==> src/wdu_pkg.sv <==
// package of the watchdog and wake-up unit: register map, field layout,
// reset values, timing counts and the power state encoding
// assumes: imported by the unit top and by its watchdog counter
package wdu_pkg;
  // ==================================================
  // widths
  localparam int unsigned DATA_W = 32;
  localparam int unsigned ADDR_W = 8;
  localparam int unsigned PORT_W = 8;
  localparam int unsigned IRQ_W = 4;
  localparam int unsigned SEL_W = 3;
  localparam int unsigned CNT_W = 18;
  // ==================================================
  // register byte addresses
  localparam logic [ADDR_W-1:0] OFF_DOG = 8'h00;
  localparam logic [ADDR_W-1:0] OFF_SYS = 8'h04;
  localparam logic [ADDR_W-1:0] OFF_STAT = 8'h08;
  localparam logic [ADDR_W-1:0] OFF_WAKE = 8'h0c;
  // ==================================================
  // watchdog_control layout and values
  localparam logic [7:0] DOG_RST = 8'h53;
  localparam int unsigned GUARD_HI = 7;
  localparam int unsigned GUARD_LO = 3;
  localparam int unsigned SEL_HI = 2;
  localparam logic [4:0] GUARD_A = 5'h15;
  localparam logic [4:0] GUARD_B = 5'h0a;
  // ==================================================
  // system_control_flags and status bit positions
  localparam int unsigned KEEP_BIT = 7;
  localparam int unsigned FSEL_HI = 5;
  localparam int unsigned FSEL_LO = 4;
  localparam int unsigned BOR_BIT = 2;
  localparam int unsigned BORC_BIT = 1;
  localparam int unsigned GRF_BIT = 0;
  localparam int unsigned TO_BIT = 0;
  localparam int unsigned PDF_BIT = 1;
  // ==================================================
  // timing, in sub clock ticks and system clock cycles
  localparam logic [1:0] DEB_TICKS = 2'h2;
  localparam logic [4:0] START_FAST = 5'h0f;
  localparam logic [4:0] START_SLOW = 5'h01;
  // ==================================================
  // power states
  typedef enum logic [2:0] {
    ST_RUN = 3'b001,
    ST_HALT = 3'b010,
    ST_START = 3'b100
  } pwr_state_t;
  // low bits that must all be one for a wrap
  function automatic logic [CNT_W-1:0] period_mask(input logic [SEL_W-1:0] sel);
    case (sel)
      3'h0: period_mask = 18'h000ff;
      3'h1: period_mask = 18'h003ff;
      3'h2: period_mask = 18'h00fff;
      3'h3: period_mask = 18'h03fff;
      3'h4: period_mask = 18'h07fff;
      3'h5: period_mask = 18'h0ffff;
      3'h6: period_mask = 18'h1ffff;
      default: period_mask = 18'h3ffff;
    endcase
  endfunction : period_mask
endpackage : wdu_pkg

==> src/dog_if.sv <==
// interface between the unit top and its watchdog counter
// assumes: both ends run on pclk
interface dog_if;
  import wdu_pkg::*;
  logic tick;
  logic clear;
  logic [SEL_W-1:0] sel;
  logic overflow;
  logic [CNT_W-1:0] count;
  modport ctl (output tick, output clear, output sel, input overflow, input count);
  modport cnt (input tick, input clear, input sel, output overflow, output count);
endinterface : dog_if

==> src/dog_counter.sv <==
// watchdog counter: 18 bits advanced by sub clock ticks
// assumes: tick is a one-cycle pulse on pclk, clear comes from the top
module dog_counter (
  input wire logic pclk, // system clock
  input wire logic presetn, // async reset, low
  dog_if.cnt d // tick, clear, select, overflow
);
  import wdu_pkg::*;

  typedef struct packed {
    logic [CNT_W-1:0] cnt;
  } cnt_state_t;

  cnt_state_t s_ff;
  cnt_state_t nxt_s;
  logic [CNT_W-1:0] mask;

  // ==================================================
  // overflow when the selected low bits wrap
  assign mask = period_mask(d.sel);
  assign d.overflow = d.tick & ((s_ff.cnt & mask) == mask);
  assign d.count = s_ff.cnt;

  // next count: clear or wrap to zero, else count ticks
  always_comb begin
    nxt_s = s_ff;
    if (d.clear | d.overflow) begin
      nxt_s.cnt = '0;
    end else if (d.tick) begin
      nxt_s.cnt = s_ff.cnt + 1'b1;
    end
  end

  // state register
  always_ff @(posedge pclk or negedge presetn) begin
    if (!presetn) begin
      s_ff <= '0;
    end else begin
      s_ff <= nxt_s;
    end
  end
endmodule : dog_counter

==> src/watchdog_and_wakeup_unit.sv <==
// watchdog and wake-up unit: watchdog timing, guard field check,
// timeout and power-down flags, halt entry and wake-up sequencing
// assumes: core gives halt and clear pulses on pclk, sub clock and
// port pins are asynchronous, APB master drives the registers
module watchdog_and_wakeup_unit (
  input wire logic pclk, // system clock, 250 MHz
  input wire logic presetn, // async reset, low
  input wire logic psel, // apb select
  input wire logic penable, // apb enable
  input wire logic pwrite, // apb direction
  input wire logic [wdu_pkg::ADDR_W-1:0] paddr, // apb address
  input wire logic [wdu_pkg::DATA_W-1:0] pwdata, // apb write data
  output logic [wdu_pkg::DATA_W-1:0] prdata, // apb read data
  output logic pready, // apb ready
  output logic pslverr, // apb error
  input wire logic sub_clock_pin, // slow oscillator clock
  input wire logic [wdu_pkg::PORT_W-1:0] port_pins, // port pins
  input wire logic halt_instr, // halt executed
  input wire logic halt_idle_sel, // halt goes to idle
  input wire logic dog_clear_instr, // watchdog clear executed
  input wire logic [wdu_pkg::IRQ_W-1:0] irq_req, // request flags
  input wire logic [wdu_pkg::IRQ_W-1:0] irq_en, // interrupt enables
  input wire logic stack_full, // no free stack level
  input wire logic sysclk_fast, // system clock from fast osc
  output logic sysclk_keep_on, // keep clock in idle
  output logic [1:0] fast_osc_freq_select, // fast osc frequency
  output logic halted, // core stopped
  output logic halt_clock_on, // idle with clock running
  output logic chip_reset, // device reset pulse
  output logic pc_sp_clear, // clear pc and sp pulse
  output logic wake_resume, // resume after halt pulse
  output logic wake_irq_take, // interrupt response pulse
  output logic timeout_flag, // watchdog timeout flag
  output logic power_down_flag // power-down flag
);
  import wdu_pkg::*;

  typedef struct packed {
    logic sub_s1;
    logic sub_s2;
    logic sub_prev;
    logic [PORT_W-1:0] pin_s1;
    logic [PORT_W-1:0] pin_s2;
    logic [PORT_W-1:0] pin_last;
    logic [7:0] dog_ctl;
    logic keep_on;
    logic [1:0] fsel;
    logic bor_f;
    logic borc_f;
    logic guard_f;
    logic [PORT_W-1:0] wake_en;
    logic to_f;
    logic pdf_f;
    pwr_state_t st;
    logic idle_sel;
    logic [IRQ_W-1:0] arm;
    logic from_dog;
    logic irq_go;
    logic [4:0] delay;
    logic [1:0] deb;
    logic chip_rst;
    logic pcsp_clr;
    logic resume;
    logic irq_take;
    logic [DATA_W-1:0] rdata;
  } unit_t;

  unit_t s_ff;
  unit_t nxt_s;
  logic nxt_clr;
  logic tick;
  logic [PORT_W-1:0] pin_fall;
  logic [4:0] guard;
  logic guard_ok;
  logic wr;
  logic rd_setup;
  logic mapped;
  logic irq_wake;
  logic ovf;

  dog_if d ();

  // ==================================================
  // watchdog counter
  dog_counter u_cnt (
    .pclk(pclk),
    .presetn(presetn),
    .d(d.cnt)
  );

  // counter runs on every tick, no way to stop it
  assign d.tick = tick;
  assign d.sel = s_ff.dog_ctl[SEL_HI:0];
  assign d.clear = nxt_clr;
  assign ovf = d.overflow;

  // ==================================================
  // decoded conditions
  assign tick = s_ff.sub_s2 & ~s_ff.sub_prev;
  assign pin_fall = {PORT_W{tick}} & s_ff.pin_last & ~s_ff.pin_s2 & s_ff.wake_en;
  assign guard = s_ff.dog_ctl[GUARD_HI:GUARD_LO];
  assign guard_ok = (guard == GUARD_A) | (guard == GUARD_B);
  assign wr = psel & penable & pwrite;
  assign rd_setup = psel & ~penable & ~pwrite;
  assign mapped = (paddr == OFF_DOG) | (paddr == OFF_SYS) | (paddr == OFF_STAT) | (paddr == OFF_WAKE);
  assign irq_wake = |(irq_req & s_ff.arm);

  // ==================================================
  // next state
  always_comb begin
    logic [7:0] sysv;
    logic [7:0] statv;
    sysv = '0;
    statv = '0;
    nxt_s = s_ff;
    nxt_clr = 1'b0;
    nxt_s.chip_rst = 1'b0;
    nxt_s.pcsp_clr = 1'b0;
    nxt_s.resume = 1'b0;
    nxt_s.irq_take = 1'b0;
    // two-flop synchronisers, pins held per tick
    nxt_s.sub_s1 = sub_clock_pin;
    nxt_s.sub_s2 = s_ff.sub_s1;
    nxt_s.sub_prev = s_ff.sub_s2;
    nxt_s.pin_s1 = port_pins;
    nxt_s.pin_s2 = s_ff.pin_s1;
    if (tick) begin
      nxt_s.pin_last = s_ff.pin_s2;
    end
    // register writes in the access phase
    if (wr && paddr == OFF_DOG) begin
      nxt_s.dog_ctl = pwdata[7:0];
    end else if (wr && paddr == OFF_SYS) begin
      nxt_s.keep_on = pwdata[KEEP_BIT];
      nxt_s.fsel = pwdata[FSEL_HI:FSEL_LO];
      nxt_s.bor_f = s_ff.bor_f & pwdata[BOR_BIT];
      nxt_s.borc_f = s_ff.borc_f & pwdata[BORC_BIT];
      nxt_s.guard_f = s_ff.guard_f & pwdata[GRF_BIT];
    end else if (wr && paddr == OFF_WAKE) begin
      nxt_s.wake_en = pwdata[PORT_W-1:0];
    end
    // read data captured in the setup cycle
    sysv[KEEP_BIT] = s_ff.keep_on;
    sysv[FSEL_HI:FSEL_LO] = s_ff.fsel;
    sysv[BOR_BIT] = s_ff.bor_f;
    sysv[BORC_BIT] = s_ff.borc_f;
    sysv[GRF_BIT] = s_ff.guard_f;
    statv[TO_BIT] = s_ff.to_f;
    statv[PDF_BIT] = s_ff.pdf_f;
    if (rd_setup) begin
      if (paddr == OFF_DOG) begin
        nxt_s.rdata = {{(DATA_W-8){1'b0}}, s_ff.dog_ctl};
      end else if (paddr == OFF_SYS) begin
        nxt_s.rdata = {{(DATA_W-8){1'b0}}, sysv};
      end else if (paddr == OFF_STAT) begin
        nxt_s.rdata = {{(DATA_W-8){1'b0}}, statv};
      end else if (paddr == OFF_WAKE) begin
        nxt_s.rdata = {{(DATA_W-PORT_W){1'b0}}, s_ff.wake_en};
      end else begin
        nxt_s.rdata = '0;
      end
    end
    // clear instruction zeroes counter and power-down flag
    if (dog_clear_instr && s_ff.st == ST_RUN) begin
      nxt_clr = 1'b1;
      nxt_s.pdf_f = 1'b0;
    end
    // power sequencing
    case (s_ff.st)
      ST_RUN: begin
        if (halt_instr) begin
          nxt_clr = 1'b1;
          nxt_s.pdf_f = 1'b1;
          nxt_s.to_f = 1'b0;
          nxt_s.st = ST_HALT;
          nxt_s.idle_sel = halt_idle_sel;
          nxt_s.arm = ~irq_req;
        end
      end
      ST_HALT: begin
        if (ovf) begin
          nxt_s.from_dog = 1'b1;
          nxt_s.irq_go = 1'b0;
          nxt_s.st = ST_START;
        end else if (irq_wake) begin
          nxt_s.from_dog = 1'b0;
          nxt_s.irq_go = (|(irq_req & s_ff.arm & irq_en)) & ~stack_full;
          nxt_s.st = ST_START;
        end else if (|pin_fall) begin
          nxt_s.from_dog = 1'b0;
          nxt_s.irq_go = 1'b0;
          nxt_s.st = ST_START;
        end
        nxt_s.delay = sysclk_fast ? START_FAST : START_SLOW;
      end
      ST_START: begin
        if (s_ff.delay == START_SLOW) begin
          nxt_s.st = ST_RUN;
          if (s_ff.from_dog) begin
            nxt_s.pcsp_clr = 1'b1;
          end else if (s_ff.irq_go) begin
            nxt_s.irq_take = 1'b1;
          end else begin
            nxt_s.resume = 1'b1;
          end
        end else begin
          nxt_s.delay = s_ff.delay - START_SLOW;
        end
      end
      default: begin
        nxt_s.st = ST_RUN;
      end
    endcase
    // overflow sets timeout flag; wins over halt clearing it
    if (ovf) begin
      nxt_s.to_f = 1'b1;
    end
    // overflow while running resets the device
    if (ovf && s_ff.st == ST_RUN) begin
      nxt_s.chip_rst = 1'b1;
      nxt_s.dog_ctl = DOG_RST;
    end
    // guard debounce, reset on the third tick
    if (guard_ok) begin
      nxt_s.deb = '0;
    end else if (tick) begin
      if (s_ff.deb == DEB_TICKS) begin
        nxt_s.deb = '0;
        nxt_s.chip_rst = 1'b1;
        nxt_s.guard_f = 1'b1;
        nxt_s.dog_ctl = DOG_RST;
        nxt_s.st = ST_RUN;
        nxt_clr = 1'b1;
      end else begin
        nxt_s.deb = s_ff.deb + 1'b1;
      end
    end
  end

  // ==================================================
  // state register; power-on gives clean flags, run state and the DOG_RST control value
  always_ff @(posedge pclk or negedge presetn) begin
    if (!presetn) begin
      s_ff <= '0;
      s_ff.st <= ST_RUN;
      s_ff.dog_ctl <= DOG_RST;
    end else begin
      s_ff <= nxt_s;
    end
  end

  // ==================================================
  // outputs
  assign prdata = s_ff.rdata;
  assign pready = 1'b1;
  assign pslverr = psel & penable & ~mapped;
  assign sysclk_keep_on = s_ff.keep_on;
  assign fast_osc_freq_select = s_ff.fsel;
  assign halted = s_ff.st != ST_RUN;
  assign halt_clock_on = (s_ff.st == ST_HALT) & s_ff.idle_sel & s_ff.keep_on;
  assign chip_reset = s_ff.chip_rst;
  assign pc_sp_clear = s_ff.pcsp_clr;
  assign wake_resume = s_ff.resume;
  assign wake_irq_take = s_ff.irq_take;
  assign timeout_flag = s_ff.to_f;
  assign power_down_flag = s_ff.pdf_f;
endmodule : watchdog_and_wakeup_unit

==> config.mk <==
export PLATFORM = sky130hd
export DESIGN_NAME = watchdog_and_wakeup_unit
export DESIGN_NICKNAME = d
export VERILOG_FILES = /design/src/wdu_pkg.sv /design/src/dog_if.sv /design/src/dog_counter.sv /design/src/watchdog_and_wakeup_unit.sv
export SDC_FILE = /design/constraint.sdc
export NUM_CORES = 1
export LEC_CHECK = 0
export BUFFER_PORTS_ARGS = -buffer_cell sky130_fd_sc_hd__buf_4
export CAP_MARGIN = 20
export CORE_ASPECT_RATIO = 0.75
export CORE_MARGIN = 3
export CORE_UTILIZATION = 45
export CTS_CLUSTER_DIAMETER = 30
export DETAILED_ROUTE_END_ITERATION = 8
export PLACE_DENSITY = 0.72
export SLEW_MARGIN = 25
export SYNTH_ARGS = -nofsm -noshare
export SYNTH_HDL_FRONTEND = slang
export SYNTH_SLANG_ARGS = --single-unit
==> constraint.sdc <==
create_clock -name pclk -period 2.12 [get_ports pclk]
set_clock_uncertainty 0.2 [all_clocks]
set_input_delay 0.424 -clock pclk [delete_from_list [all_inputs] [get_ports pclk]]
set_output_delay 0.424 -clock pclk [all_outputs]
set_load 0.005 [all_outputs]
==> results of run 1 <==
==> cells in the mapped netlist, drive strengths merged (3+ instances only) <==
master,count
inv,9
dfstp,5
a31oi,3
dfrtp,93
nor2,52
nor3b,3
xnor2,8
o22ai,5
nand2,61
o21ai,10
buf,40
a221oi,6
and2,4
a21boi,3
mux2i,8
a22o,4
ha,3
and4,3
and3,9
mux2,13
nand4,8
a21oi,16
o21a,3
xor2,10
clkbuf,4
nand3,10
nor3,7
==> final cells by class <==
cell class                 count  area share (%)
sequential                    98            44.1
inverter                       9           0.606
timing repair buffer          93            13.7
clock inverter                 6            1.59
multi-input combinational    296            32.9
tap                          128            2.87
clock buffer                  10            4.28
==> metrics by stage <==
stage	setup TNS (ps)	worst slack, ps	std cells	utilization [%]
6_report	0	37.5	640	59.5
3_3_place_gp	0	2.34	612	54.1
2_1_floorplan	0	25.9	447	-
3_5_place_dp	-227	-33.3	612	54.1
5_1_grt	-18.9	-13.6	640	59.5
4_1_cts	0	2.42	638	58.8
==> worst max-delay path, cell delays in order, from the launching register on <==
cell	delay, ps
dfstp_2	560
nor2_1	50
a41o_1	200
or4b_4	600
o21a_1	180
inv_2	120
nor2_1	70
==> logic make-up after synthesis <==
group / Yosys count / synth area share (%)
DFF: 98 / 54.6
muxes: 23 / 6.03
AOI/OAI and AO/OA: 58 / 8.36
xor gates and xnor gates: 18 / 3.50
buffers and inverters: 53 / 7.78
and+or+nand+nor: 169 / 18.8
other: 2 / 0.167
adders and majority gates: 3 / 0.833
==> registers in the layout, indices dropped and copies added (netlist names) <==
| register | count |
|---|---|
| pc_sp_clear | 1 |
| wake_resume | 1 |
| power_down_flag | 1 |
| fast_osc_freq_select | 2 |
| d.sel | 3 |
| timeout_flag | 1 |
| wake_irq_take | 1 |
| guard | 5 |
| nxt_s | 10 |
| prdata | 8 |
| s_ff | 45 |
| sysclk_keep_on | 1 |
| chip_reset | 1 |
| u_cnt.d.count | 18 |
==> path summary, 6_finish.rpt <==
path                                 startpoint                   end  cells after the start
min reg2reg                nxt_s[102]$_DFF_PN0_  nxt_s[101]$_DFF_PN0_                      0
max in group asynchronous               presetn    d.sel[0]$_DFF_PN1_                      3
max                          guard[3]$_DFF_PN1_    guard[4]$_DFF_PN0_                      6
max reg2reg                  guard[3]$_DFF_PN1_    guard[4]$_DFF_PN0_                      6
min                                  irq_req[2]  s_ff[47]$_DFFE_PN0P_                      2
min in group asynchronous               presetn    d.sel[2]$_DFF_PN0_                      2
==> layout by cell type, fill, tap and decap left out, types with 3 or more instances in the layout <==
master and n:
a22o_1 4, mux2_2 13, inv_1 8, o21ai_0 10, xnor2_1 8, ha_1 3
dfrtp_1 93, and3_1 7, nor3_1 6, buf_4 79, clkbuf_16 9, conb_1 25
a31oi_1 3, a21boi_0 3, nand4_1 6, and2_1 3, a21oi_1 16, dfstp_2 5
xor2_1 10, a221oi_1 6, nand2_1 61, o21a_1 3, nand3_1 9, o22ai_1 5
mux2i_1 8, nor2_1 50, buf_12 3, dlygate4sd3_1 10
==> where the power goes <==
group | internal, mW | switching (mW)
Sequential | 2.08 | 0.190
Combinational | 0.480 | 0.498
Clock | 1.07 | 0.689
Total | 3.63 | 1.38
==> what timing repair did <==
action / in CTS / in global routing
setup buffers: 0 / 2
pin swaps: 1 / 3
hold endpoints to repair: 40 / 0
hold buffers: 10 / 0
endpoints found under the setup margin: 6 / 15
resized for setup: 4 / 9
==> metal layers <==
layer  GRT usage (%)  vias up  part of all wire (%)
li1                -     1559                     -
met1            24.2     1627                    46
met2            26.9       92                    47
met3            5.56        9                   6.3
met4            4.01        0                  0.85
met5               0        -                     0
==> metrics.md, run 1 <==
| Metric | Value |
|---|---|
| Max Slew Vio Count | `0` |
| Post-DRT Antenna Nets | `0` |
| Critical path required time | `2150 ps` |
| Tot GR Track Use | `17.5%` |
| FFs w/ async S/R, synth | `100%` |
| Synth top area share | `51.7%` |
| Core area | `9380 µm²` |
| Post-placement cell area | `5080 µm²` |
| Num CTS Buffers | `9` |
| Multi-input gate area | `1830 µm²` |
| Synth Register Bits | `98` |
| Status | `finished, final reports clean` |
| Largest net degree at the start of global routing | `35` |
| Via count | `3287` |
| DR vias/cell | `5.14` |
| CP Data Arrival Time | `2110 ps` |
| H-tree depth | `3` |
| Fin. Hold Viols | `0` |
| Mapped Area | `4500 µm²` |
| CTS tree | `done` |
| Leakage Power | `2.70 nW` |
| GP Congestion | `0.847` |
| Max-cap viol count | `0` |
| Total Power | `5.01 mW` |
| Synth Instances | `424` |
| CP Launch Type | `register` |
| Antenna diodes | `0` |
| Final Cell Area | `5580 µm²` |
| Critical Path Sink Type | `register` |
| Chip width | `122 µm` |
| Post-Route WL | `9590 µm` |
| Initial DRC Count | `145` |
| DR WL/cell | `15.0 µm` |
| Hold/Removal Path Class | `input port to register` |
| Clock Sinks | `98` |
| First-pass GRT wire length | `15400 µm` |
| Cell taking the most area after synthesis | `dfrtp_1` |
| Setup violations, final | `0` |
| Crit path kind | `register to register` |
| Power Density | `898 nW/µm²` |
| Vias in the first global route | `3223` |
| Worst R2R Setup Slack | `40 ps` |
| Layout Nets | `577` |
| Period utilization | `98.2%` |
| DRC Markers | `0` |
| Reg area | `2460 µm²` |
| Fraction of layout cells with a size suffix above 1 | `26.6%` |
| DIE HEIGHT | `92.6 µm` |
| Max Clock Freq | `480 MHz` |
| Drt first pass iters | `4` |
| HPWL after DPL | `7010 µm` |
| Layout area overhead | `23.9%` |
| Worst skew pair latency | `340 ps` |
| Syn. warnings | `0` |
| Synth cell types | `54` |
| Main synth FF type | `dfrtp_1` |
| Crit path time final | `2080 ps` |
| Initial antenna violation count | `0` |
| IO buf count | `62` |
| Overflow after GRT | `0` |
| CTS clock-pin slew for the worst setup and hold paths | `70 ps` |
| Layout fillers | `801` |
| Peak supply drop | `0.000589 V` |
| Top cells by area, synth | `dfrtp_1 (52%), buf_4 (6.0%), nand2_1 (5.1%), nor2_1 (4.3%), mux2_2 (3.3%)` |
| Max FO, Critical Path | `7` |
| Boundary pin count | `112` |
| Initial Utilization | `48.0%` |
| WHS | `61.0 ps` |
| EDFF count, synth | `0` |
| Die footprint | `11300 µm²` |
| Row count | `30` |
| Clock Tree Root | `clkbuf_16` |
| Synthesized area per cell | `10.6 µm²` |
| Buffer depth of the longest clock path | `2` |
| Post-synthesis sequential area ratio | `54.6%` |
(Power assumes the default switching activity.)
==> inputs of run 2 (changes only) <==
--- a/config.mk
+++ b/config.mk
@@ -10,6 +10,7 @@
 export CORE_ASPECT_RATIO = 0.75
 export CORE_MARGIN = 3
 export CORE_UTILIZATION = 45
+export CTS_BUF_LIST = sky130_fd_sc_hd__clkbuf_4 sky130_fd_sc_hd__clkbuf_8
 export CTS_CLUSTER_DIAMETER = 30
 export DETAILED_ROUTE_END_ITERATION = 8
 export PLACE_DENSITY = 0.72
==> metrics.md, run 2 (same netlist as run 1, synthesis figures left out) <==
| Metric | Value |
|---|---|
| Drt first pass iters | `5` |
| RSZ-0062 raised after global routing | `true` |
| Power Density | `835 nW/µm²` |
| Final Non-Filler Cells | `642` |
| Vias in the first global route | `3168` |
| Reg2reg path depth | `6` |
| Flop pwr share | `49.5%` |
| Worst skew pair latency | `360 ps` |
| CP max stage cell | `dfstp_2` |
| Critical path required time | `1500 ps` |
| IO buf count | `62` |
| CTS clock-pin slew for the worst setup and hold paths | `90 ps` |
| Largest register FFs | `45` |
| Layout area overhead | `21.6%` |
| CP bufs+invs | `1` |
| Worst r2r src | `guard[3]$_DFF_PN1_` |
| Top reg by flops | `s_ff` |
| Largest net degree at the start of global routing | `35` |
| Slowest cell delay on critical path | `590 ps` |
| Tot GR Track Use | `17.1%` |
| Commonest non-fill, non-tap cell in the layout | `dfrtp_1` |
| Clock Sinks | `98` |
| Clk pwr share | `29.0%` |
| Reg2reg end | `guard[4]$_DFF_PN0_` |
| Most frequent cells in the layout | `dfrtp_1 (93), buf_4 (82), nand2_1 (61), nor2_1 (50), conb_1 (25)` |
| Initial antenna violation count | `0` |
| Layout Nets | `579` |
| Core area | `9380 µm²` |
| NetSw | `1.31 mW` |
| DP Cell Count | `612` |
| Die footprint | `11300 µm²` |
| CP Launch Type | `register` |
| Worst R2R Setup Slack | `40 ps` |
| Row count | `30` |
| DRC Markers | `0` |
| First-pass GRT wire length | `15200 µm` |
| GP Congestion | `0.847` |
| Post-Route WL | `9460 µm` |
| DR vias/cell | `5.10` |
| DIE HEIGHT | `92.6 µm` |
| Delay-heaviest family, CP | `flip-flops` |
| Via count | `3273` |
| Combinational power share | `21.4%` |
| Fin. Hold Viols | `0` |
| Max FO, Critical Path | `5` |
| Critical Path Sink Type | `output pin` |
| Peak supply drop | `0.000586 V` |
| Internal power | `3.26 mW` |
| Critical Path Sink | `halt_clock_on` |
| Setup violations, final | `0` |
| Boundary pin count | `112` |
| Post-DRT Antenna Nets | `0` |
| Clock Tree Root | `clkbuf_8` |
| H-tree depth | `3` |
| Antenna diodes | `0` |
| Crit path time final | `2100 ps` |
| CTS tree | `done` |
| CP Depth | `4` |
| HPWL after DPL | `7010 µm` |
| Chip width | `122 µm` |
| Fraction of layout cells with a size suffix above 1 | `26.7%` |
| Buffer depth of the longest clock path | `2` |
| Initial Utilization | `48.0%` |
| Period utilization | `99.0%` |
| Pre-CTS setup slack | `-33.3 ps` |
| Total Power | `4.58 mW` |
| Overflow after GRT | `0` |
| Initial DRC Count | `147` |
| Num CTS Buffers | `9` |
| CP Cell Sequence | `nor2_2, and2_4, and3_4, buf_4` |
| DR WL/cell | `14.7 µm` |
| Hold/Removal Path Class | `input port to register` |
| Max Slew Vio Count | `0` |
| CP Data Arrival Time | `1470 ps` |
| Status | `finished, final reports clean` |
| Leakage Power | `2.66 nW` |
| Switching Fraction | `28.6%` |
| Max Clock Freq | `477 MHz` |
| Crit path kind | `register to output pin` |
| Max-cap viol count | `0` |
| Final setup margin | `22.1 ps` |
| Crit path from | `s_ff[50]$_DFF_PN1_` |
==> run 2: area by class of cell <==
class	instances	area (µm²)
multi-input cells	296	1820
inverters	9	33.8
repair buffers	95	776
clock buffers	10	138
fillers	815	3910
clock inverters	6	88.8
well taps	128	160
flip-flops and latches	98	2460
==> run 2: per-layer routing <==
| metal | track usage (%) | up-vias | wire length (µm) |
|---|---|---|---|
| met5 | 0 | - | 0 |
| met4 | 3.92 | 0 | 129 |
| met3 | 5.37 | 14 | 615 |
| met2 | 26.3 | 102 | 4360 |
| met1 | 23.9 | 1592 | 4360 |
| li1 | - | 1565 | - |
==> run 2: worst min path at each step <==
| stage | startpoint | to | slack, ps | cells past startpoint |
|---|---|---|---|---|
| 2_1_floorplan | presetn | chip_reset$_DFF_PN0_ | -70 | 0 |
| 3_3_place_gp | nxt_s[87]$_DFF_PN0_ | s_ff[87]$_DFF_PN0_ | 130 | 0 |
| 6_report | irq_req[2] | s_ff[47]$_DFFE_PN0P_ | 40 | 2 |
| 4_1_cts | irq_req[2] | s_ff[47]$_DFFE_PN0P_ | 10 | 2 |
| 3_5_place_dp | nxt_s[102]$_DFF_PN0_ | nxt_s[101]$_DFF_PN0_ | 130 | 0 |
| 5_1_grt | irq_req[2] | s_ff[47]$_DFFE_PN0P_ | 20 | 2 |
==> run 2: metrics by stage <==
stage               hold slack (ps)  utilization (%)  instance area (µm²)  setup TNS [ps]
global placement                135             54.1                 5080               0
floorplan                     -71.6                -                 4590               0
global route                   19.3             58.4                 5480           -36.6
finish                         38.0             58.4                 5480               0
CTS                            14.7             57.8                 5420           -21.9
detailed placement              135             54.1                 5080            -227
==> run 2: worst reg2reg max path, stage by stage, from the launching register on <==
cell	delay, ps
dfstp_2	570
nor2_1	50
a41o_1	190
or4b_4	590
o21a_1	180
inv_2	120
nor2_1	70
==> run 2: power groups by stage <==
stage	Sequential (mW)	Clock [mW]	Combinational (mW)
2_1_floorplan	2.24	0	0.607
3_3_place_gp	2.27	0	0.866
3_5_place_dp	2.29	0	0.906
4_1_cts	2.26	1.37	0.937
5_1_grt	2.29	1.44	1.10
6_report	2.26	1.33	0.981
==> run 2: timing repair <==
| item | 4_1_cts | 5_1_grt |
|---|---|---|
| hold buffers | 10 | 0 |
| endpoints found under the setup margin | 7 | 17 |
| setup buffers | 0 | 4 |
| pin swaps | 1 | 2 |
| gates resized for setup | 5 | 5 |
| endpoints found under the hold margin | 40 | 0 |
==> inputs of run 3 (changes only) <==
--- a/config.mk
+++ b/config.mk
@@ -13,7 +13,7 @@
 export CTS_BUF_LIST = sky130_fd_sc_hd__clkbuf_4 sky130_fd_sc_hd__clkbuf_8
 export CTS_CLUSTER_DIAMETER = 30
 export DETAILED_ROUTE_END_ITERATION = 8
-export PLACE_DENSITY = 0.72
+export PLACE_DENSITY = 0.68
 export SLEW_MARGIN = 25
 export SYNTH_ARGS = -nofsm -noshare
 export SYNTH_HDL_FRONTEND = slang
==> metrics.md, run 3 (same netlist as run 1, synthesis figures left out) <==
| Metric | Value |
|---|---|
| CP max stage cell | `or4b_4` |
| Fraction of layout cells with a size suffix above 1 | `28.1%` |
| Tot GR Track Use | `17.7%` |
| Initial antenna violation count | `0` |
| Layout Nets | `585` |
| Initial Utilization | `48.0%` |
| Largest register FFs | `45` |
| Most frequent cells in the layout | `dfrtp_1 (93), buf_4 (86), nand2_1 (60), nor2_1 (50), conb_1 (25)` |
| Die footprint | `11300 µm²` |
| Crit path kind | `register to register` |
| Core area | `9380 µm²` |
| CTS clock-pin slew for the worst setup and hold paths | `110 ps` |
| DR WL/cell | `14.6 µm` |
| Vias in the first global route | `3152` |
| Max-cap viol count | `0` |
| DRC Markers | `0` |
| IO buf count | `62` |
| Chip width | `122 µm` |
| Post-DRT Antenna Nets | `0` |
| Final Non-Filler Cells | `648` |
| Period utilization | `98.5%` |
| Initial DRC Count | `237` |
| CTS tree | `done` |
| Drt first pass iters | `5` |
| Utilization after layout | `58.7%` |
| GP Congestion | `0.788` |
| HPWL after DPL | `6900 µm` |
| Delay-heaviest family, CP | `simple AND/OR/NAND/NOR gates` |
| Top reg by flops | `s_ff` |
| DP Cell Count | `616` |
| Clock Sinks | `98` |
| CP Data Arrival Time | `2160 ps` |
| Layout area overhead | `22.2%` |
| Boundary pin count | `112` |
| Post-Route WL | `9450 µm` |
| Setup violations, final | `0` |
| Crit path time final | `2090 ps` |
| Max Clock Freq | `479 MHz` |
| Via count | `3278` |
| First-pass GRT wire length | `15600 µm` |
| Commonest non-fill, non-tap cell in the layout | `dfrtp_1` |
| RSZ-0062 raised after global routing | `true` |
| Antenna diodes | `0` |
| CP Cell Sequence | `nor2_2, a41o_1, or4b_4, and3_4, a22o_1` |
| Power Density | `802 nW/µm²` |
| Largest net degree at the start of global routing | `45` |
| DR vias/cell | `5.06` |
| CP Launch Type | `register` |
| Status | `finished, final reports clean` |
| Fin. Hold Viols | `0` |
| Worst skew pair latency | `380 ps` |
| Row count | `30` |
| Peak supply drop | `0.000509 V` |
| Leakage Power | `2.67 nW` |
| Clock Tree Root | `clkbuf_8` |
| Hold/Removal Path Class | `input port to register` |
| Buffer depth of the longest clock path | `2` |
| Critical path required time | `2190 ps` |
| CP bufs+invs | `0` |
| H-tree depth | `3` |
| Slowest cell delay on critical path | `590 ps` |
| Max Slew Vio Count | `0` |
| Critical Path Sink Type | `register` |
| Overflow after GRT | `0` |
| DIE HEIGHT | `92.6 µm` |
| Num CTS Buffers | `9` |
| Max FO, Critical Path | `7` |
| Layout fillers | `815` |
run 3: repair_timing:
action | CTS | global route
buffers inserted | 1 | 4
pin swaps | 1 | 3
gates cloned | 0 | 0
gates resized for setup | 6 | 12
setup endpoints to repair | 11 | 26
endpoints found under the hold margin | 31 | 1
hold buffers | 10 | 1
run 3: power by group:
group | internal (mW) | switching, mW | total [mW]
clock | 0.459 | 0.717 | 1.18
combinational | 0.483 | 0.483 | 0.965
sequential | 2.08 | 0.194 | 2.27
total | 3.02 | 1.39 | 4.42
run 3: final cells by class:
cell class | count | area, µm² | area share [%]
Sequential cell | 98 | 2460 | 44.7
Multi-Input combinational cell | 296 | 1840 | 33.4
Timing Repair Buffer | 101 | 818 | 14.9
Tap cell | 128 | 160 | 2.91
Clock buffer | 9 | 124 | 2.25
Clock inverter | 7 | 70.1 | 1.27
Inverter | 9 | 36.3 | 0.659
run 3: worst paths after layout:
path	start	endpoint	slack, ps	cells after the start
worst min-delay path	irq_req[2]	s_ff[47]$_DFFE_PN0P_	30	2
min in group asynchronous	presetn	wake_resume$_DFF_PN0_	300	2
max in group asynchronous	presetn	d.sel[1]$_DFF_PN1_	780	3
worst max-delay path	guard[1]$_DFF_PN1_	s_ff[51]$_DFF_PN0_	30	5
worst max register to register	guard[1]$_DFF_PN1_	s_ff[51]$_DFF_PN0_	30	5
worst min register to register	nxt_s[91]$_DFF_PN0_	s_ff[91]$_DFF_PN0_	160	0
run 3: stage by stage:
step / setup slack (ps) / instance area [µm²] / hold WS [ps] / setup TNS (ps) / total power, mW
3_5_place_dp: -81.1 / 5100 / 135 / -380 / 3.17
5_1_grt: -18.6 / 5500 / 6.45 / -18.6 / 4.71
2_1_floorplan: 25.9 / 4590 / -71.6 / 0 / 2.85
4_1_cts: -15.2 / 5420 / 1.62 / -15.2 / 4.41
3_3_place_gp: -41.6 / 5100 / 132 / -193 / 3.13
6_report: 32.1 / 5500 / 30.5 / 0 / 4.42
run 3: routing by layer:
metal | routed length [µm] | part of all wire [%] | vias to the layer above | GRT usage (%)
met5 | 0 | 0 | - | 0
met4 | 55 | 0.58 | 0 | 4.20
met3 | 575 | 6.1 | 6 | 5.25
met2 | 4370 | 46 | 98 | 26.4
met1 | 4450 | 47 | 1595 | 25.4
li1 | - | - | 1579 | -
